## src/design/emitter_receiver_pkg.sv

```systemverilog
// Constants and types for the register bank
// Summary of operation
// RULE_01: Current-off bit low enables 50 mA source
// RULE_02: First emitter current: 8-bit field, resets zero
// RULE_03: Second emitter current: low byte, resets zero
// RULE_04: Bridge bit: 0 H-bridge, 1 push-pull
// RULE_05: Crystal-disable selects crystal or external clock
// RULE_06: Three power-down bits: transmit, receive, whole
// RULE_07: Host writes only zeros to spare registers
// RULE_08: Factory registers return device-specific readback values
// RULE_09: Alarm clock enable: faults or monitored clocks
// RULE_10: Second emitter sample holds latest result
// RULE_11: Second emitter ambient holds latest result
// RULE_12: First emitter sample holds latest result
// RULE_13: Conversion-ready goes high on each update
// RULE_14: Host reads results before next conversion
// RULE_15: Clock-select picks alarm signals; 101+ none
// RULE_16: First emitter ambient holds latest result
// RULE_17: Host writes documented fixed ones, zeros elsewhere
// RULE_18: Result registers are read-only; writes ignored
package emitter_receiver_pkg;
    localparam int DATA_W = 24;
    localparam int ADDR_W = 7;
    localparam int CURRENT_W = 8;

    // Register offsets
    localparam logic [6:0] OFS_EMITTER_DRIVE = 7'h22;
    localparam logic [6:0] OFS_POWER_CLOCK = 7'h23;
    localparam logic [6:0] OFS_SPARE_SECOND = 7'h24;
    localparam logic [6:0] OFS_SPARE_THIRD = 7'h25;
    localparam logic [6:0] OFS_SPARE_FOURTH = 7'h26;
    localparam logic [6:0] OFS_FACTORY_FIRST = 7'h27;
    localparam logic [6:0] OFS_FACTORY_SECOND = 7'h28;
    localparam logic [6:0] OFS_ALARM_PIN = 7'h29;
    localparam logic [6:0] OFS_SECOND_SAMPLE = 7'h2A;
    localparam logic [6:0] OFS_SECOND_AMBIENT = 7'h2B;
    localparam logic [6:0] OFS_FIRST_SAMPLE = 7'h2C;
    localparam logic [6:0] OFS_FIRST_AMBIENT = 7'h2D;

    // Field positions
    localparam int CURRENT_OFF_BIT = 17;
    localparam int FIRST_CURRENT_LSB = 8;
    localparam int SECOND_CURRENT_LSB = 0;
    localparam int BRIDGE_MODE_BIT = 11;
    localparam int CRYSTAL_DISABLE_BIT = 9;
    localparam int TX_PD_BIT = 2;
    localparam int RX_PD_BIT = 1;
    localparam int AFE_PD_BIT = 0;
    localparam int ALARM_CLK_EN_BIT = 7;

    // Reset values
    localparam logic [23:0] EMITTER_DRIVE_RESET = 24'h000000;
    localparam logic [23:0] POWER_CLOCK_RESET = 24'h000000;
    localparam logic [23:0] ALARM_PIN_RESET = 24'h000000;
    localparam logic [23:0] SAMPLE_RESET = 24'h000000;

    // Alarm select codes
    localparam logic [2:0] SEL_SAMPLE = 3'h0;
    localparam logic [2:0] SEL_PULSE = 3'h1;
    localparam logic [2:0] SEL_SAMPLE_PULSE = 3'h2;
    localparam logic [2:0] SEL_CONVERT = 3'h3;
    localparam logic [2:0] SEL_AMBIENT = 3'h4;

    // Frame: flag, 7 address, 24 data bits
    localparam logic [5:0] ADDR_LAST_BIT = 6'h07;
    localparam logic [5:0] FRAME_LAST_BIT = 6'h1F;

    typedef enum logic [1:0] {
        SPI_IDLE = 2'b00,
        SPI_ADDR = 2'b01,
        SPI_DATA = 2'b11,
        SPI_DONE = 2'b10
    } spi_state_e;
endpackage : emitter_receiver_pkg

```

## src/design/sample_capture.sv

```systemverilog
// Converter result holding registers
`timescale 1ns/1ns
module sample_capture #(
    parameter int WIDTH = emitter_receiver_pkg::DATA_W
) (
    // Clock and reset
    input wire logic mclk,
    input wire logic rstn,
    input wire logic ce,
    // Converter results
    input wire logic conv_valid,
    input wire logic [WIDTH-1:0] conv_second_sample,
    input wire logic [WIDTH-1:0] conv_second_ambient,
    input wire logic [WIDTH-1:0] conv_first_sample,
    input wire logic [WIDTH-1:0] conv_first_ambient,
    // Held results
    output logic [WIDTH-1:0] second_emitter_sample,
    output logic [WIDTH-1:0] second_emitter_ambient_sample,
    output logic [WIDTH-1:0] first_emitter_sample,
    output logic [WIDTH-1:0] first_emitter_ambient_sample,
    output logic conv_ready
);
    import emitter_receiver_pkg::*;

    typedef struct packed {
        logic [WIDTH-1:0] second_smp;
        logic [WIDTH-1:0] second_amb;
        logic [WIDTH-1:0] first_smp;
        logic [WIDTH-1:0] first_amb;
        logic ready;
    } capture_s;

    capture_s state_reg;
    capture_s state_next;

    // New results replace old ones whether read or not
    always_comb begin
        state_next = state_reg;
        state_next.ready = 1'b0;
        if (conv_valid) begin
            state_next.second_smp = conv_second_sample; // RULE_10 RULE_14
            state_next.second_amb = conv_second_ambient; // RULE_11
            state_next.first_smp = conv_first_sample; // RULE_12
            state_next.first_amb = conv_first_ambient; // RULE_16
            state_next.ready = 1'b1; // RULE_13
        end
    end

    // Clock enable low holds everything
    always_ff @(posedge mclk) begin
        if (!rstn) begin
            state_reg <= '{SAMPLE_RESET[WIDTH-1:0], SAMPLE_RESET[WIDTH-1:0],
                           SAMPLE_RESET[WIDTH-1:0], SAMPLE_RESET[WIDTH-1:0], 1'b0};
        end else if (ce) begin
            state_reg <= state_next;
        end
    end

    assign second_emitter_sample = state_reg.second_smp;
    assign second_emitter_ambient_sample = state_reg.second_amb;
    assign first_emitter_sample = state_reg.first_smp;
    assign first_emitter_ambient_sample = state_reg.first_amb;
    assign conv_ready = state_reg.ready;
endmodule : sample_capture

```

## src/design/alarm_pin_mux.sv

```systemverilog
// Alarm pin source: faults or monitored clocks
`timescale 1ns/1ns
module alarm_pin_mux (
    // Clock and reset
    input wire logic mclk,
    input wire logic rstn,
    input wire logic ce,
    // Control
    input wire logic clock_monitor_enable,
    input wire logic [2:0] clock_select,
    // Diagnostic faults
    input wire logic photodiode_fault,
    input wire logic emitter_fault,
    // Internal phase strobes
    input wire logic second_sample_phase,
    input wire logic first_sample_phase,
    input wire logic second_pulse_phase,
    input wire logic first_pulse_phase,
    input wire logic second_convert_phase,
    input wire logic first_convert_phase,
    input wire logic second_ambient_phase,
    input wire logic first_ambient_phase,
    // Pins
    output logic photodiode_alarm_pin,
    output logic emitter_alarm_pin
);
    import emitter_receiver_pkg::*;

    typedef struct packed {
        logic pd_pin;
        logic em_pin;
    } alarm_s;

    alarm_s state_reg;
    alarm_s state_next;

    // Registered so select changes cannot glitch pins
    always_comb begin
        state_next = state_reg;
        if (!clock_monitor_enable) begin
            state_next.pd_pin = photodiode_fault; // RULE_09
            state_next.em_pin = emitter_fault;
        end else begin
            case (clock_select) // RULE_15
                SEL_SAMPLE: begin
                    state_next.pd_pin = second_sample_phase;
                    state_next.em_pin = first_sample_phase;
                end
                SEL_PULSE: begin
                    state_next.pd_pin = second_pulse_phase;
                    state_next.em_pin = first_pulse_phase;
                end
                SEL_SAMPLE_PULSE: begin
                    state_next.pd_pin = second_sample_phase;
                    state_next.em_pin = first_pulse_phase;
                end
                SEL_CONVERT: begin
                    state_next.pd_pin = second_convert_phase;
                    state_next.em_pin = first_convert_phase;
                end
                SEL_AMBIENT: begin
                    state_next.pd_pin = second_ambient_phase;
                    state_next.em_pin = first_ambient_phase;
                end
                default: begin
                    state_next.pd_pin = 1'b0;
                    state_next.em_pin = 1'b0;
                end
            endcase
        end
    end

    always_ff @(posedge mclk) begin
        if (!rstn) begin
            state_reg <= '0;
        end else if (ce) begin
            state_reg <= state_next;
        end
    end

    assign photodiode_alarm_pin = state_reg.pd_pin;
    assign emitter_alarm_pin = state_reg.em_pin;
endmodule : alarm_pin_mux

```

## src/design/emitter_receiver_register_bank.sv

```systemverilog
// Serial register bank: drive, power, clock, results
`timescale 1ns/1ns
module emitter_receiver_register_bank #(
    // Factory readback contents; values are arbitrary
    parameter logic [23:0] FACTORY_FIRST_VALUE = 24'h00A5C3,
    parameter logic [23:0] FACTORY_SECOND_VALUE = 24'h003C5A
) (
    // Clock and reset
    input wire logic mclk,
    input wire logic rstn,
    input wire logic ce,
    // Serial port pins
    input wire logic spi_clk,
    input wire logic spi_cs_n,
    input wire logic spi_mosi,
    output logic spi_miso,
    output logic spi_miso_oe,
    // Converter results
    input wire logic conv_valid,
    input wire logic [emitter_receiver_pkg::DATA_W-1:0] conv_second_sample,
    input wire logic [emitter_receiver_pkg::DATA_W-1:0] conv_second_ambient,
    input wire logic [emitter_receiver_pkg::DATA_W-1:0] conv_first_sample,
    input wire logic [emitter_receiver_pkg::DATA_W-1:0] conv_first_ambient,
    output logic conv_ready,
    // Alarm sources and select
    input wire logic [2:0] alarm_clock_select,
    input wire logic photodiode_fault,
    input wire logic emitter_fault,
    input wire logic second_sample_phase,
    input wire logic first_sample_phase,
    input wire logic second_pulse_phase,
    input wire logic first_pulse_phase,
    input wire logic second_convert_phase,
    input wire logic first_convert_phase,
    input wire logic second_ambient_phase,
    input wire logic first_ambient_phase,
    output logic photodiode_alarm_pin,
    output logic emitter_alarm_pin,
    // Emitter drive controls
    output logic emitter_current_off,
    output logic current_source_enable,
    output logic [emitter_receiver_pkg::CURRENT_W-1:0] first_emitter_current,
    output logic [emitter_receiver_pkg::CURRENT_W-1:0] second_emitter_current,
    output logic driver_bridge_mode,
    // Clock source controls
    output logic crystal_disable,
    output logic oscillator_enable,
    // Power controls
    output logic transmit_power_down,
    output logic receive_power_down,
    output logic front_end_power_down,
    output logic transmitter_enable,
    output logic receiver_enable,
    output logic diagnostics_enable
);
    import emitter_receiver_pkg::*;

    typedef struct packed {
        logic [2:0] sclk_s;
        logic [1:0] mosi_s;
        logic [1:0] sel_s;
        spi_state_e state;
        logic [5:0] bit_cnt;
        logic [31:0] shift_in;
        logic [23:0] shift_out;
        logic rd;
        logic [6:0] addr;
        logic miso;
        logic miso_oe;
        logic [23:0] drive_word;
        logic [23:0] power_word;
        logic [23:0] alarm_word;
        logic src_en;
        logic osc_en;
        logic tx_en;
        logic rx_en;
        logic diag_en;
    } bank_s;

    bank_s state_reg;
    bank_s state_next;

    logic [23:0] second_smp;
    logic [23:0] second_amb;
    logic [23:0] first_smp;
    logic [23:0] first_amb;
    logic [6:0] rd_addr;
    logic [23:0] rd_word;
    logic rise;
    logic fall;

    // Result holding registers
    sample_capture #(
        .WIDTH(DATA_W)
    ) u_capture (
        .mclk(mclk),
        .rstn(rstn),
        .ce(ce),
        .conv_valid(conv_valid),
        .conv_second_sample(conv_second_sample),
        .conv_second_ambient(conv_second_ambient),
        .conv_first_sample(conv_first_sample),
        .conv_first_ambient(conv_first_ambient),
        .second_emitter_sample(second_smp),
        .second_emitter_ambient_sample(second_amb),
        .first_emitter_sample(first_smp),
        .first_emitter_ambient_sample(first_amb),
        .conv_ready(conv_ready)
    );

    // Alarm pin routing
    alarm_pin_mux u_alarm (
        .mclk(mclk),
        .rstn(rstn),
        .ce(ce),
        .clock_monitor_enable(state_reg.alarm_word[ALARM_CLK_EN_BIT]),
        .clock_select(alarm_clock_select),
        .photodiode_fault(photodiode_fault),
        .emitter_fault(emitter_fault),
        .second_sample_phase(second_sample_phase),
        .first_sample_phase(first_sample_phase),
        .second_pulse_phase(second_pulse_phase),
        .first_pulse_phase(first_pulse_phase),
        .second_convert_phase(second_convert_phase),
        .first_convert_phase(first_convert_phase),
        .second_ambient_phase(second_ambient_phase),
        .first_ambient_phase(first_ambient_phase),
        .photodiode_alarm_pin(photodiode_alarm_pin),
        .emitter_alarm_pin(emitter_alarm_pin)
    );

    // Edges seen on the synchronised serial clock only
    assign rise = state_reg.sclk_s[1] & ~state_reg.sclk_s[2];
    assign fall = ~state_reg.sclk_s[1] & state_reg.sclk_s[2];
    assign rd_addr = {state_reg.shift_in[5:0], state_reg.mosi_s[1]};

    // Read decode; spares and unmapped offsets read as zero
    always_comb begin
        if (rd_addr == OFS_EMITTER_DRIVE) begin
            rd_word = state_reg.drive_word;
        end else if (rd_addr == OFS_POWER_CLOCK) begin
            rd_word = state_reg.power_word;
        end else if (rd_addr == OFS_FACTORY_FIRST) begin
            rd_word = FACTORY_FIRST_VALUE; // RULE_08
        end else if (rd_addr == OFS_FACTORY_SECOND) begin
            rd_word = FACTORY_SECOND_VALUE; // RULE_08
        end else if (rd_addr == OFS_ALARM_PIN) begin
            rd_word = state_reg.alarm_word;
        end else if (rd_addr == OFS_SECOND_SAMPLE) begin
            rd_word = second_smp; // RULE_10
        end else if (rd_addr == OFS_SECOND_AMBIENT) begin
            rd_word = second_amb; // RULE_11
        end else if (rd_addr == OFS_FIRST_SAMPLE) begin
            rd_word = first_smp; // RULE_12
        end else if (rd_addr == OFS_FIRST_AMBIENT) begin
            rd_word = first_amb; // RULE_16
        end else begin
            rd_word = 24'h000000;
        end
    end

    // Serial slave, register writes and derived controls
    always_comb begin
        logic wr_en;
        logic [23:0] wr_data;
        wr_en = 1'b0;
        wr_data = {state_reg.shift_in[22:0], state_reg.mosi_s[1]};
        state_next = state_reg;
        // Two-stage pin synchronisers
        state_next.sclk_s = {state_reg.sclk_s[1:0], spi_clk};
        state_next.mosi_s = {state_reg.mosi_s[0], spi_mosi};
        state_next.sel_s = {state_reg.sel_s[0], ~spi_cs_n};
        if (!state_reg.sel_s[1]) begin
            // Deselect aborts any frame; a partial write is dropped
            state_next.state = SPI_IDLE;
            state_next.bit_cnt = 6'h00;
            state_next.miso = 1'b0;
            state_next.miso_oe = 1'b0;
        end else begin
            case (state_reg.state)
                SPI_IDLE: begin
                    state_next.state = SPI_ADDR;
                    state_next.miso_oe = 1'b1;
                end
                SPI_ADDR: begin
                    if (rise) begin
                        state_next.shift_in = {state_reg.shift_in[30:0], state_reg.mosi_s[1]};
                        state_next.bit_cnt = state_reg.bit_cnt + 6'h01;
                        if (state_reg.bit_cnt == ADDR_LAST_BIT) begin
                            state_next.rd = state_reg.shift_in[6];
                            state_next.addr = rd_addr;
                            state_next.shift_out = rd_word;
                            state_next.state = SPI_DATA;
                        end
                    end
                end
                SPI_DATA: begin
                    // Shift out on fall; host samples on rise
                    if (fall && state_reg.rd) begin
                        state_next.miso = state_reg.shift_out[23];
                        state_next.shift_out = {state_reg.shift_out[22:0], 1'b0};
                    end
                    if (rise) begin
                        state_next.shift_in = {state_reg.shift_in[30:0], state_reg.mosi_s[1]};
                        state_next.bit_cnt = state_reg.bit_cnt + 6'h01;
                        if (state_reg.bit_cnt == FRAME_LAST_BIT) begin
                            wr_en = ~state_reg.rd;
                            state_next.state = SPI_DONE;
                        end
                    end
                end
                SPI_DONE: begin
                    // Extra clocks in the same frame are ignored
                    state_next.state = SPI_DONE;
                end
                default: begin
                    state_next.state = SPI_IDLE;
                end
            endcase
        end
        // Only control words take writes
        if (wr_en) begin
            if (state_reg.addr == OFS_EMITTER_DRIVE) begin
                state_next.drive_word = wr_data; // RULE_02 RULE_03
            end else if (state_reg.addr == OFS_POWER_CLOCK) begin
                state_next.power_word = wr_data;
            end else if (state_reg.addr == OFS_ALARM_PIN) begin
                state_next.alarm_word = wr_data; // RULE_09
            end else begin
                state_next.drive_word = state_reg.drive_word; // RULE_18
            end
        end
        // Whole front end power-down overrides the section bits
        state_next.src_en = ~state_next.drive_word[CURRENT_OFF_BIT] // RULE_01
            & ~state_next.power_word[TX_PD_BIT] & ~state_next.power_word[AFE_PD_BIT];
        state_next.osc_en = ~state_next.power_word[CRYSTAL_DISABLE_BIT]; // RULE_05
        state_next.tx_en = ~state_next.power_word[TX_PD_BIT] // RULE_06
            & ~state_next.power_word[AFE_PD_BIT];
        state_next.rx_en = ~state_next.power_word[RX_PD_BIT] // RULE_06
            & ~state_next.power_word[AFE_PD_BIT];
        state_next.diag_en = ~state_next.power_word[AFE_PD_BIT]; // RULE_06
    end

    // Clock enable low freezes the bank
    always_ff @(posedge mclk) begin
        if (!rstn) begin
            state_reg <= '0;
            state_reg.drive_word <= EMITTER_DRIVE_RESET;
            state_reg.power_word <= POWER_CLOCK_RESET;
            state_reg.alarm_word <= ALARM_PIN_RESET;
            state_reg.src_en <= 1'b1;
            state_reg.osc_en <= 1'b1;
            state_reg.tx_en <= 1'b1;
            state_reg.rx_en <= 1'b1;
            state_reg.diag_en <= 1'b1;
        end else if (ce) begin
            state_reg <= state_next;
        end
    end

    // Outputs from register bits
    assign spi_miso = state_reg.miso;
    assign spi_miso_oe = state_reg.miso_oe;
    assign emitter_current_off = state_reg.drive_word[CURRENT_OFF_BIT]; // RULE_01
    assign current_source_enable = state_reg.src_en;
    assign first_emitter_current =
        state_reg.drive_word[FIRST_CURRENT_LSB +: CURRENT_W]; // RULE_02
    assign second_emitter_current =
        state_reg.drive_word[SECOND_CURRENT_LSB +: CURRENT_W]; // RULE_03
    assign driver_bridge_mode = state_reg.power_word[BRIDGE_MODE_BIT]; // RULE_04
    assign crystal_disable = state_reg.power_word[CRYSTAL_DISABLE_BIT]; // RULE_05
    assign oscillator_enable = state_reg.osc_en;
    assign transmit_power_down = state_reg.power_word[TX_PD_BIT]; // RULE_06
    assign receive_power_down = state_reg.power_word[RX_PD_BIT];
    assign front_end_power_down = state_reg.power_word[AFE_PD_BIT];
    assign transmitter_enable = state_reg.tx_en;
    assign receiver_enable = state_reg.rx_en;
    assign diagnostics_enable = state_reg.diag_en;
endmodule : emitter_receiver_register_bank

```

## config.mk

```make
export PLATFORM = sky130hd
export DESIGN_NAME = emitter_receiver_register_bank
export DESIGN_NICKNAME = d
export VERILOG_FILES = /design/src/design/emitter_receiver_pkg.sv /design/src/design/sample_capture.sv /design/src/design/alarm_pin_mux.sv /design/src/design/emitter_receiver_register_bank.sv
export SDC_FILE = /design/constraint.sdc
export NUM_CORES = 1
export LEC_CHECK = 0
export CAP_MARGIN = 20
export CORE_UTILIZATION = 25
export CTS_CLUSTER_DIAMETER = 200
export CTS_CLUSTER_SIZE = 14
export DETAILED_ROUTE_END_ITERATION = 10
export DONT_BUFFER_PORTS = 1
export PLACE_DENSITY = 0.44
export SLEW_MARGIN = 0
export SYNTH_ARGS = -nofsm -noshare
export SYNTH_HDL_FRONTEND = slang
export SYNTH_SLANG_ARGS = --single-unit
```

## constraint.sdc

```tcl
create_clock -name mclk -period 3.4 [get_ports mclk]
set_input_delay 0.17 -clock mclk [delete_from_list [all_inputs] [get_ports mclk]]
set_output_delay 0.17 -clock mclk [all_outputs]
set_load 0.03 [all_outputs]
```

# --- Word-level counts from Yosys, hierarchy flattened ---
# Cells that the tools add are included.
classes:
  addsub: 1
  n_eq_ne: 33
  muxes: 35
  bitwise_logic: 17
  reduce_logical: 15
ops:
  columns: ["cell", "n"]
  rows:
  - ["24-bit two-way mux", 13]
  - ["62-bit one-hot mux with 2 select lines", 1]
  - ["7-bit by 6-bit equality test with 1-bit output, second input constant", 12]
  - ["72-bit two-way mux", 1]
  - ["66-bit two-way mux", 1]
  - ["48-bit two-way mux", 1]
  - ["40-bit two-way mux", 1]
  - ["32-bit two-way mux", 1]
  - ["5-bit AND reduction", 4]
  - ["18-bit two-way mux", 1]
  - ["3-bit inequality test, second input constant", 4]
  - ["1-bit NOT", 11]
  - ["2-bit one-hot mux with 5 select lines", 1]
  - ["1-bit two-way mux", 8]
  - ["2-bit two-way mux", 4]
  - ["8-bit two-way mux", 1]
  - ["2-bit inequality test, second input constant", 4]
  - ["2-bit one-hot mux with 4 select lines", 1]
  - ["4-bit AND reduction", 2]
  - ["6-bit by 1-bit adder with 6-bit output, second input constant", 1]
  - ["1-bit bitwise AND", 6]
  - ["3-bit by 2-bit equality test with 1-bit output, second input constant", 2]
  - ["6-bit by 3-bit equality test with 1-bit output, second input constant", 1]
  - ["6-bit by 5-bit equality test with 1-bit output, second input constant", 1]
  - ["other kinds (13)", 18]
word_totals:
  reg_bits: 256
  in_bits: 116
  output_inout_bits: 32
  wordCells: 129

# --- Depth between registers and ports, before layout ---
# Gate-level depths: netlist (run 1).
depth:
  depth_word: 14
  ltp_mapped: 9
  mapped_depth_nobuf: 6

# --- By module ---
# Synthesis (run 1) repeated with hierarchy kept, for this count alone.
hier_totals:
  cells_unflattened: 1460
  hier_area_um2: 11471.0
modules_own_cells:
  columns: ["mod", "n_inst", "cells_each", "area_each_um2", "seq_area_each_um2"]
  rows:
  - ["emitter_receiver_register_bank", 1, 994, 7475.9, 2982.9]
  - ["sample_capture", 1, 442, 3787.4, 1941.9]
  - ["alarm_pin_mux", 1, 24, 207.7, 40.0]

# --- Least setup slack after synthesis (run 1) ---
# No wires, ideal clock.
synth_path:
  path_type: "reg-to-reg"
  start: "register state_reg[143] in the netlist's numbering"
  end: "register state_reg[10] in the netlist's numbering"
  setup_ns: 0.132
  t_arrival_ns: 1.870
  required_ns: 3.268
  setup_slack_ns: 1.397
  path_stages_with_launch: 10
  n_path_buf: 3
  period_less_slack_ns: 2.003
  cell_sequence: "dfxtp_1 -> ha_1 -> and3b_1 -> buf_2 -> nand4_1 -> or4_1 -> clkbuf_1 -> clkbuf_1 -> nand2_1 -> a21oi_1"
synth_via:
  elab_chain_len: 6
synth_rtl:
  columns: ["item", "line_no", "text"]
  rows:
  - ["start, declared", "emitter_receiver_register_bank.sv:80", "bank_s state_reg;"]
  - ["start signal, assigned", "emitter_receiver_register_bank.sv:257", "state_reg <= state_next;"]
  - ["6-bit by 5-bit equality test with 1-bit output", "emitter_receiver_register_bank.sv:206", "if (state_reg.bit_cnt == FRAME_LAST_BIT) begin"]
  - ["1-bit two-way mux", "emitter_receiver_register_bank.sv:206", null]
  - ["1-bit two-way mux", "emitter_receiver_register_bank.sv:203", "if (rise) begin"]
  - ["1-bit two-way mux", "emitter_receiver_register_bank.sv:180", "case (state_reg.state)"]
  - ["1-bit two-way mux", "emitter_receiver_register_bank.sv:173", "if (!state_reg.sel_s[1]) begin"]
  - ["5-bit AND reduction (no source line)", null, null]
# No other way between the ends.
# A chain may end at the register's enable or synchronous reset.

# --- Worst setup path in the final report (run 1) ---
layout_path:
  start: "register state_reg[143] in the netlist's numbering"
  end: "register state_reg (netlist bit diagnostics_enable)"
layout_via:
  elab_chain_len: 7
layout_rtl:
  columns: ["item", "line_no", "text"]
  rows:
  - ["6-bit by 5-bit equality test with 1-bit output", "emitter_receiver_register_bank.sv:206", null]
  - ["1-bit two-way mux", "emitter_receiver_register_bank.sv:206", null]
  - ["1-bit two-way mux", "emitter_receiver_register_bank.sv:203", null]
  - ["1-bit two-way mux", "emitter_receiver_register_bank.sv:180", null]
  - ["1-bit two-way mux", "emitter_receiver_register_bank.sv:173", null]
  - ["66-bit two-way mux", "emitter_receiver_register_bank.sv:222", "if (wr_en) begin"]
  - ["1-bit NOT", "emitter_receiver_register_bank.sv:241", "state_next.diag_en = ~state_next.power_word[AFE_PD_BIT];"]
# No other way between the ends.

==> summary.md, run 1 <==
| Metric | Value |
|---|---|
| Status | finished, final reports clean |
| Fin crit period | around 2.7 ns |
| R2r worst-path depth | 6 |
| Clock power share | about two fifths |
| Synth Cell Area | 11400 sq um |
| Static leakage | between 4 and 5 nW |
| Area growth syn-to-layout | 18.4% |
| Synth top area share | ~44% |
| Largest register FFs | between 100 and 150 |
| Post-CTS Setup Repair Bufs | 0 |
| Share of cells above drive strength 1 | 5.86% |
| Peak supply drop | between 0.0002 and 0.0003 V |
| Setup crit end kind | register |
| Root buffer cell | clkbuf_16 |
| Worst EP arrival | 3.12 ns |
| Hold path depth | 2 |
| Cell Int Power | about 0.0043 W |
| TNS Setup | 0 ns |
| Compound-Gate Fraction of Synth Area | a little under a quarter |
| Largest net degree at the start of global routing | just under 100 |
| Max-cap viol count | 0 |
| Total wire length | ~42 mm |
| CTS sink cnt | between 200 and 250 |
| Remaining global-route overflow | 0 |
| Fin crit share | 79.9% |
| Post-route ant nets | 0 |
| Comb pwr share | 5.9% |
| Layout fillers | about 4800 |
| Synthesized area per cell | ~7.8 sq um |
| Busiest grt layer | met2 |
| Slew headroom | 37.6% |
| Vias in the first global route | around 10000 |
| Post-Synthesis Net Count | around 1600 |
| Synth warn | 0 |
| DRC | 0 |
| Commonest cells in the netlist | nand2_1 (435), dfxtp_1 (248), a21oi_1 (225) |
| IO Pins | 148 |
| Layout Cells excl Fill | slightly above 2000 |
| Hold Path Sink | state_reg[46]$_SDFFE_PN0P_ |
| Net switching power | 0.00133 W |
| Max Clock Skew | 0.0306 ns |
| Placed instance count | ~1900 |
| Unrepaired setup endpoints after global routing | no |
| PortBufs | 0 |
| Worst path required time | 3.80 ns |
| Final hold violation count | 0 |
| Ant diodes | 0 |
| Register area share after synthesis | a little over two fifths |
| Grt met2 use | 31.4% |
| Startpoint Class | register |
| WS Path Type | reg -> reg |
| Synth Register Bits | between 200 and 250 |
| Reg2reg end | diagnostics_enable$_SDFFE_PN1P_ |
| Initial Util | 25.5% |
| Reg power frac | 53.8% |
| Worst-path maximum fanout | 8 |
| EDFF count, synth | 0 |
| Clock Tree Buf Depth | 3 |
| RePlAce Congestion | 0.867 |
| Synth Area in Simple Gates | about a quarter |
| FF-to-FF setup slack | between 0.6 and 0.7 ns |
| First-pass GRT wire length | approximately 64 mm |
| Clock transition at path regs | ~0.070 ns |
| Synth Area in XOR/XNOR | less than 1% |
| F_max | roughly 370 MHz |
| DIE AREA | around 46000 sq um |
| Placed Area | between 10000 and 15000 sq um |
| H-tree lvl count | 1 |
| Fin nets | ~1600 |
| CTS tree | done |
| Cell taking the most area after synthesis | dfxtp_1 |
| Max-slew violations | 0 |
| Actual slew at the worst max-slew pin | just over 0.9 ns |
| Top FF cell, synth | dfxtp_1 |
| Number of cell rows | 77 |
| Sw frac | 23.7% |
| Worst-Skew Late Latency | ~0.54 ns |
| Fin area | approximately 13000 sq um |
| Distinct cells, synth | a little under 80 |
| Ranking of synthesized cells by area | dfxtp_1 (44%), nand2_1 (14%), a21oi_1 (9.9%) |
| Drt pass-1 iters | 7 |
| Post-DP HPWL | about 28 mm |
| Antenna violations before repair | 0 |
| Origin of the critical flop-to-flop path | state_reg[143]$_SDFFE_PN0P_ |
| GRT Resource Usage Total | between 10% and 20% |
| Most common cell in the netlist | nand2_1 |
| Starting DRC count in detailed routing | 785 |
| Met1 usage | 22.4% |
| M3 GR Usage | 2.14% |
| Die height | 215 microns |
| Largest family of logic cells by synthesized area | simple AND/OR/NAND/NOR gates |
| Pwr/cell area | between 400 and 500 nW/um^2 |
| Hold path startpoint | rstn |
| Async S/R FF share, synth | 0% |
| TritonCTS Buffers | 21 |
| Adder-cell share of the synthesized area | less than 1% |
| Core Region | about 45000 sq um |
| Wire per inst | about 20 microns |
| DR vias | around 10000 |
| Class of the worst hold path | in -> reg |
| Final Setup Violations | 0 |
| Synth Instances | between 1000 and 1500 |
| Post-synthesis mux area share | about 2.2% |
| Chip width | ~220 microns |
| Via density | about 5 |
==> layer usage <==
| metal | routed length [microns] | part of all wire (%) |
|---|---|---|
| met1 | 18200 | 44 |
| met2 | 21000 | 50 |
| met3 | 1530 | 3.7 |
| met4 | 922 | 2.2 |
| met5 | 0 | 0 |
==> how the worst max path moves through the flow <==
stage	startpoint	to	slack (ns)	cells after the start
2_1_floorplan	state_reg[143]$_SDFFE_PN0P_	state_reg[10]$_SDFFE_PN0P_	1.40	9
3_3_place_gp	rd_addr[2]$_SDFFE_PN0P_	state_reg[104]$_SDFFE_PN0P_	0.86	6
3_5_place_dp	rd_addr[0]$_SDFFE_PN0P_	state_reg[104]$_SDFFE_PN0P_	0.80	5
4_1_cts	state_reg[143]$_SDFFE_PN0P_	diagnostics_enable$_SDFFE_PN1P_	0.64	6
5_1_grt	state_reg[143]$_SDFFE_PN0P_	diagnostics_enable$_SDFFE_PN1P_	0.39	6
6_report	state_reg[143]$_SDFFE_PN0P_	diagnostics_enable$_SDFFE_PN1P_	0.68	6
==> final cells by class <==
type / count / area [sq um] / share of cell area [%]
multi-input cells: 1056 / 5690 / 42.3
flip-flops and latches: 248 / 4970 / 36.9
repair buffers: 149 / 1450 / 10.8
well taps: 592 / 741 / 5.51
clock buffers: 21 / 526 / 3.91
clock inverters: 2 / 38.8 / 0.288
inverters: 9 / 38.8 / 0.288
==> logic make-up (layout without fill, tap and decap cells) <==
family	after synthesis	in the layout
adder cells (fa/ha/maj)	1	1
buffers and inverters	151	181
AND/OR/NAND/NOR	604	604
AO/OA/AOI/OAI	421	421
multiplexers	25	25
flip-flops	248	248
XOR/XNOR	5	5
==> cell usage in the layout, fill, tap and decap left out, drive strengths merged, types with 10 or more instances in the layout <==
cell	instances
a221oi	31
and3	20
or4	13
nor3	11
a21o	17
inv	10
nand2b	12
a211oi	41
nand2	436
mux2i	22
dlygate4sd3	117
clkbuf	21
nand3	12
o21ai	49
a21oi	225
dfxtp	248
nand3b	17
buf	32
nor2	37
==> power groups by stage <==
stage / sequential [W] / clock, W / combinational [W]
after floorplan: 0.00307 / 0 / 0.000177
after global placement: 0.00310 / 0 / 0.000209
after detailed placement: 0.00310 / 0 / 0.000214
after CTS: 0.00303 / 0.00234 / 0.000334
after global routing: 0.00303 / 0.00245 / 0.000369
final: 0.00303 / 0.00227 / 0.000334
==> stage by stage <==
step	total power (W)	util [%]	hold WS, ns	setup WS, ns
2_1_floorplan	0.00324	-	0.269	1.40
3_3_place_gp	0.00331	26.3	0.269	0.856
3_5_place_dp	0.00331	26.3	0.272	0.800
4_1_cts	0.00571	30.2	0.0411	0.645
5_1_grt	0.00585	30.2	0.0665	0.392
6_report	0.00563	30.2	0.0443	0.682
==> repair_timing <==
action / in CTS / in global routing
hold buffers: 118 / 0
gates resized for setup: 0 / 0
endpoints found under the hold margin: 135 / 0
==> critical path: stages (launching register included) <==
cell and delay (ns):
dfxtp_1 0.36, ha_1 0.23, and3b_1 0.35, nand4_1 0.37
o311ai_0 0.60, nand3_1 0.12, dlygate4sd3_1 0.57
(Power assumes the default switching activity.)
==> inputs of run 2 (changes only) <==
--- a/config.mk
+++ b/config.mk
@@ -11,7 +11,7 @@
 export CTS_CLUSTER_SIZE = 14
 export DETAILED_ROUTE_END_ITERATION = 10
 export DONT_BUFFER_PORTS = 1
-export PLACE_DENSITY = 0.44
+export PLACE_DENSITY = 0.46
 export SLEW_MARGIN = 0
 export SYNTH_ARGS = -nofsm -noshare
 export SYNTH_HDL_FRONTEND = slang
==> constraint.sdc (replaced) <==
create_clock -name mclk -period 2.5 [get_ports mclk]
set_input_delay 0.125 -clock mclk [delete_from_list [all_inputs] [get_ports mclk]]
set_output_delay 0.125 -clock mclk [all_outputs]
set_load 0.03 [all_outputs]
==> run 2 against run 1 <==
Effect of this change:
- register-to-register slack lost 0.50 ns
- combinational power increased by 39%
- sequential share of layout area is 0.47 points lower
- highest routed layer is now met5
==> summary.md, run 2 (synthesis results as in run 1) <==
| Metric | Value |
|---|---|
| Max Clock Skew | around 0.013 ns |
| Die height | between 200 and 250 microns |
| Most frequent cells in the layout | nand2_1 (434), dfxtp_1 (247), a21oi_1 (225) |
| Core Region | about 45000 sq um |
| TritonCTS Buffers | 21 |
| Worst path required time | approximately 3.0 ns |
| CTS sink cnt | ~250 |
| Fin crit share | between 90% and 100% |
| F_max | roughly 430 MHz |
| Share of cells above drive strength 1 | 7.59% |
| Total power draw | about 0.0077 W |
| Max-slew violations | 0 |
| Area growth syn-to-layout | 19.9% |
| CTS tree | done |
| Post-DP HPWL | roughly 29 mm |
| Fin nets | about 1600 |
| RePlAce Congestion | 0.912 |
| Worst EP arrival | around 2.8 ns |
| Pre-CTS WS | between 0.2 and 0.25 ns |
| H-tree lvl count | 1 |
| Static leakage | about 4.6 nW |
| Largest net degree at the start of global routing | 98 |
| Starting DRC count in detailed routing | 867 |
| Clock Tree Buf Depth | 3 |
| Via density | 5.03 |
| Root buffer cell | clkbuf_16 |
| Ant diodes | 0 |
| Status | finished, final reports clean |
| Vias in the first global route | 10178 |
| Antenna violations before repair | 2 |
| Commonest non-fill, non-tap cell in the layout | nand2_1 |
| Peak supply drop | a little over 0.0004 V |
| Final hold violation count | 0 |
| Clock transition at path regs | about 0.07 ns |
| Post-route ant nets | 0 |
| Actual slew at the worst max-slew pin | 0.901 ns |
| Layout Cells excl Fill | between 2000 and 2500 |
| Worst-path maximum fanout | 18 |
| TNS Setup | 0 ns |
| Worst-Skew Late Latency | roughly 0.53 ns |
| Post-CTS Setup Repair Bufs | 0 |
| First-pass GRT wire length | just over 60 mm |
| Largest register FFs | 109 |
| Chip width | roughly 220 microns |
| Remaining global-route overflow | 0 |
| PortBufs | 0 |
| Placed instance count | between 1500 and 2000 |
| Max-cap viol count | 0 |
| Drt pass-1 iters | 5 |
| GRT Resource Usage Total | ~18% |
| Number of hold buffers added after CTS | roughly 110 |
| Wire per inst | between 15 and 20 microns |
| Number of cell rows | 77 |
| Slew headroom | 39.9% |
| Final Setup Violations | 0 |
| Unrepaired setup endpoints after global routing | no |
| Startpoint Class | register |
| DR vias | roughly 11000 |
| Setup crit end kind | register |
| Total wire length | between 40 and 50 mm |
| IO Pins | between 100 and 150 |
| Fin crit period | about 2.3 ns |
| Class of the worst hold path | in -> reg |
| Post-route setup slack | around 0.18 ns |
| Initial Util | about a quarter |
| DRC | 0 |
| CTS resizes | 0 |
| DIE AREA | roughly 46000 sq um |
| Pwr/cell area | 563 nW/um^2 |
| WS Path Type | reg -> reg |
run 2: cell type report:
| type | count | area (sq um) |
|---|---|---|
| clock buffer | 21 | 526 |
| clock inverter | 2 | 38.8 |
| fill | 4790 | 30900 |
| inverter | 9 | 38.8 |
| multi-input combinational | 1056 | 5700 |
| sequential | 248 | 4970 |
| tap | 592 | 741 |
| timing repair buffer | 165 | 1620 |
run 2: per-layer routing:
metal  part of all wire [%]  vias up  track usage (%)
met2                     50      279             31.5
met3                    4.5       57             2.60
met4                    2.3        4             4.47
met1                     43     5061             21.8
li1                       -     5135                -
met5                  0.065        -                0
run 2: path summary, 6_finish.rpt:
path	from	endpoint	slack (ns)	depth (start not counted)
worst max-delay path	rd_addr[5]$_SDFFE_PN0P_	state_reg[96]$_SDFFE_PN0P_	0.18	5
worst min-delay path	ce	u_alarm.emitter_alarm_pin$_SDFFE_PN0P_	0.05	3
worst min register to register	state_reg[11]$_SDFFE_PN0P_	state_reg[11]$_SDFFE_PN0P_	0.45	2
worst max register to register	rd_addr[5]$_SDFFE_PN0P_	state_reg[96]$_SDFFE_PN0P_	0.18	5
run 2: worst max-delay path, cell delays in order, from the launching register on:
cell	delay (ns)
dfxtp_1	0.56
and4bb_1	0.32
and3_4	0.38
a221oi_1	0.14
or4_1	0.61
a211oi_1	0.23
run 2: metrics by stage:
stage / cell area, sq um / hold WS [ns] / util, %
after global placement: 12000 / 0.224 / 26.9
after floorplan: 11400 / 0.224 / -
after CTS: 13600 / 0.0313 / 30.6
after detailed placement: 12000 / 0.228 / 26.9
after global routing: 13600 / 0.0789 / 30.6
final: 13600 / 0.0503 / 30.6
run 2: power breakdown:
group          internal (W)  total, W  leakage, nW  switching, W
Clock               0.00160   0.00310        0.277       0.00150
Sequential          0.00403   0.00411         2.01     0.0000796
Combinational      0.000215  0.000464         2.28      0.000249
Total               0.00585   0.00768         4.57       0.00183
==> inputs of run 3 (changes only) <==
--- a/config.mk
+++ b/config.mk
@@ -6,12 +6,13 @@
 export NUM_CORES = 1
 export LEC_CHECK = 0
 export CAP_MARGIN = 20
+export CORE_ASPECT_RATIO = 1.25
 export CORE_UTILIZATION = 25
 export CTS_CLUSTER_DIAMETER = 200
 export CTS_CLUSTER_SIZE = 14
 export DETAILED_ROUTE_END_ITERATION = 10
 export DONT_BUFFER_PORTS = 1
-export PLACE_DENSITY = 0.46
+export PLACE_DENSITY = 0.44
 export SLEW_MARGIN = 0
 export SYNTH_ARGS = -nofsm -noshare
 export SYNTH_HDL_FRONTEND = slang
==> constraint.sdc (replaced) <==
create_clock -name mclk -period 2.6 [get_ports mclk]
set_input_delay 0.13 -clock mclk [delete_from_list [all_inputs] [get_ports mclk]]
set_output_delay 0.13 -clock mclk [all_outputs]
set_load 0.03 [all_outputs]
==> run 3 against run 2 <==
Effect of this change:
- the run now ends with design-rule violations left
- sequential power fell by 4%
- clock power fell by 4%
- power fell by 3.6%
- die area barely moved
- fmax fell by 6.2%
- largest cell class unchanged
- sequential share of layout area barely moved
- global-route usage rose by 0.78 points
==> summary.md, run 3 (synthesis results as in run 1) <==
| Metric | Value |
|---|---|
| Status | finished with violations |
| Failing checks | design-rule violations |
| H-tree lvl count | 1 |
| Max Clock Skew | approximately 0.038 ns |
| IO Pins | between 100 and 150 |
| Max-cap viol count | 0 |
| Max-slew violations | 0 |
| Startpoint Class | register |
| Hold path depth | 3 |
| Cell Int Power | 0.00562 W |
| Pwr/cell area | roughly 540 nW/um^2 |
| Storage element area | 4970 sq um |
| Chip width | approximately 190 microns |
| TNS Setup | 0 ns |
| DR vias | approximately 11000 |
| Reg2reg end | diagnostics_enable$_SDFFE_PN1P_ |
| Fin nets | 1618 |
| RePlAce Congestion | about 0.90 |
| Most frequent cells in the layout | nand2_1 (434), dfxtp_1 (246), a21oi_1 (225) |
| Comb pwr share | around 6.1% |
| Hold path startpoint | ce |
| Net switching power | around 0.0018 W |
| Placed instance count | 1942 |
| Core Region | about 44000 sq um |
| FF-to-FF setup slack | between 0.1 and 0.15 ns |
| Root buffer cell | clkbuf_16 |
| GRT Resource Usage Total | a little under a fifth |
| F_max | 404 MHz |
| Clock power share | 40.4% |
| Clock transition at path regs | 0.08 ns |
| Clock Tree Buf Depth | 3 |
| Ant diodes | 0 |
| Worst EP arrival | between 2 and 3 ns |
| Remaining global-route overflow | 0 |
| Static leakage | between 4 and 5 nW |
| Via density | 5.07 |
| DIE AREA | approximately 46000 sq um |
| Sw frac | 24.0% |
| Worst-path maximum fanout | 8 |
| Unrepaired setup endpoints after global routing | no |
| Total wire length | approximately 43 mm |
| Initial Util | 25.6% |
| First-pass GRT wire length | 64.3 mm |
| Worst path required time | approximately 3.0 ns |
| Post-route ant nets | 0 |
| Antenna violations before repair | 1 |
| Class of the worst hold path | in -> reg |
| DRC | 10 |
| Origin of the critical flop-to-flop path | state_reg[143]$_SDFFE_PN0P_ |
| Fin crit period | between 2 and 2.5 ns |
| Starting DRC count in detailed routing | 809 |
| Hold Path Sink | state_reg[98]$_SDFFE_PN0P_ |
| Final Setup Violations | 0 |
| CTS sink cnt | 248 |
| Peak supply drop | roughly 0.00043 V |
| Share of cells above drive strength 1 | under 10% |
| Final hold violation count | 0 |
| Vias in the first global route | about 10000 |
| Post-CTS Setup Repair Bufs | 0 |
| Commonest non-fill, non-tap cell in the layout | nand2_1 |
| Die height | between 200 and 250 microns |
| Worst-Skew Late Latency | around 0.55 ns |
| WS Path Type | reg -> reg |
| Layout fillers | roughly 4700 |
| Actual slew at the worst max-slew pin | between 0.8 and 0.9 ns |
| Layout Cells excl Fill | ~2100 |
| Fin crit share | between 90% and 100% |
| Slew headroom | 43.0% |
| Total power draw | between 0.007 and 0.008 W |
| PortBufs | 0 |
| Drt pass-1 iters | 9 |
| Wire per inst | 20.6 microns |
| Area growth syn-to-layout | 20.1% |
| Largest net degree at the start of global routing | a little over 80 |
| CTS tree | done |
| Reg power frac | between 50% and 60% |
| R2r worst-path depth | 7 |
| Setup crit end kind | register |
| Post-DP HPWL | ~30 mm |
| Area of the multi-input gates | approximately 5700 sq um |
| TritonCTS Buffers | 21 |
| Largest register FFs | ~110 |
| Number of cell rows | 86 |
[run 3: cell count changes in the layout (fill, tap and decap cells not counted)]
cell,before,now
nand2_4,1,0
and3b_1,3,2
buf_12,9,12
and3b_2,0,1
nand2_2,1,2
dfxtp_2,1,2
buf_4,50,46
dlygate4sd3_1,106,107
a2111oi_2,0,1
a2111oi_0,2,1
dfxtp_1,247,246
[run 3: worst max path at each step]
stage	from	end	slack, ns	cells past startpoint
3_5_place_dp	rd_addr[0]$_SDFFE_PN0P_	state_reg[90]$_SDFFE_PN0P_	0.12	7
4_1_cts	rd_addr[0]$_SDFFE_PN0P_	state_reg[90]$_SDFFE_PN0P_	0.07	7
6_report	state_reg[143]$_SDFFE_PN0P_	diagnostics_enable$_SDFFE_PN1P_	0.13	7
3_3_place_gp	rd_addr[0]$_SDFFE_PN0P_	state_reg[90]$_SDFFE_PN0P_	0.09	7
2_1_floorplan	state_reg[143]$_SDFFE_PN0P_	state_reg[10]$_SDFFE_PN0P_	0.60	9
5_1_grt	state_reg[143]$_SDFFE_PN0P_	transmitter_enable$_SDFFE_PN1P_	0.007	8
[run 3: layer usage]
layer	part of all wire (%)	vias up	routed length (microns)	global-route usage, %
li1	-	5133	-	-
met1	45	5074	19100	24.3
met2	48	247	20300	30.2
met3	4.6	54	1980	2.42
met4	3.0	2	1290	6.35
met5	0.026	-	11	0
[run 3: layout make-up]
class | count | share of cell area [%]
inverter | 9 | 0.284
clock buffer | 21 | 3.85
multi-input combinational | 1056 | 41.8
tap | 572 | 5.25
clock inverter | 2 | 0.284
sequential | 248 | 36.4
timing repair buffer | 165 | 12.1
[run 3: worst max-delay path: stages (launching register included)]
cell	delay, ns
dfxtp_1	0.37
ha_1	0.23
and3b_2	0.31
nand4_1	0.15
buf_4	0.20
o311ai_0	0.43
nand3_1	0.11
dlygate4sd3_1	0.56
[run 3: stage by stage]
stage	hold slack, ns	utilization, %	setup WS (ns)	instance area (sq um)
after floorplan	0.229	-	0.597	11400
final	0.0188	30.7	0.125	13600
after CTS	0.00718	30.7	0.0736	13600
after global routing	0.0553	30.7	0.00747	13600
after global placement	0.221	27.0	0.0890	12000
after detailed placement	0.223	27.0	0.118	12000
[run 3: what timing repair did]
action / 4_1_cts / 5_1_grt
hold endpoints to repair: 174 / 0
setup endpoints to repair: 0 / 3
hold buffers: 108 / 0
resized for setup: 0 / 4
[run 3: power groups by stage]
stage	sequential, W	clock, W	combinational, W
finish	0.00396	0.00299	0.000449
global route	0.00397	0.00322	0.000495
CTS	0.00396	0.00310	0.000451
detailed placement	0.00405	0	0.000304
global placement	0.00405	0	0.000300
floorplan	0.00401	0	0.000232
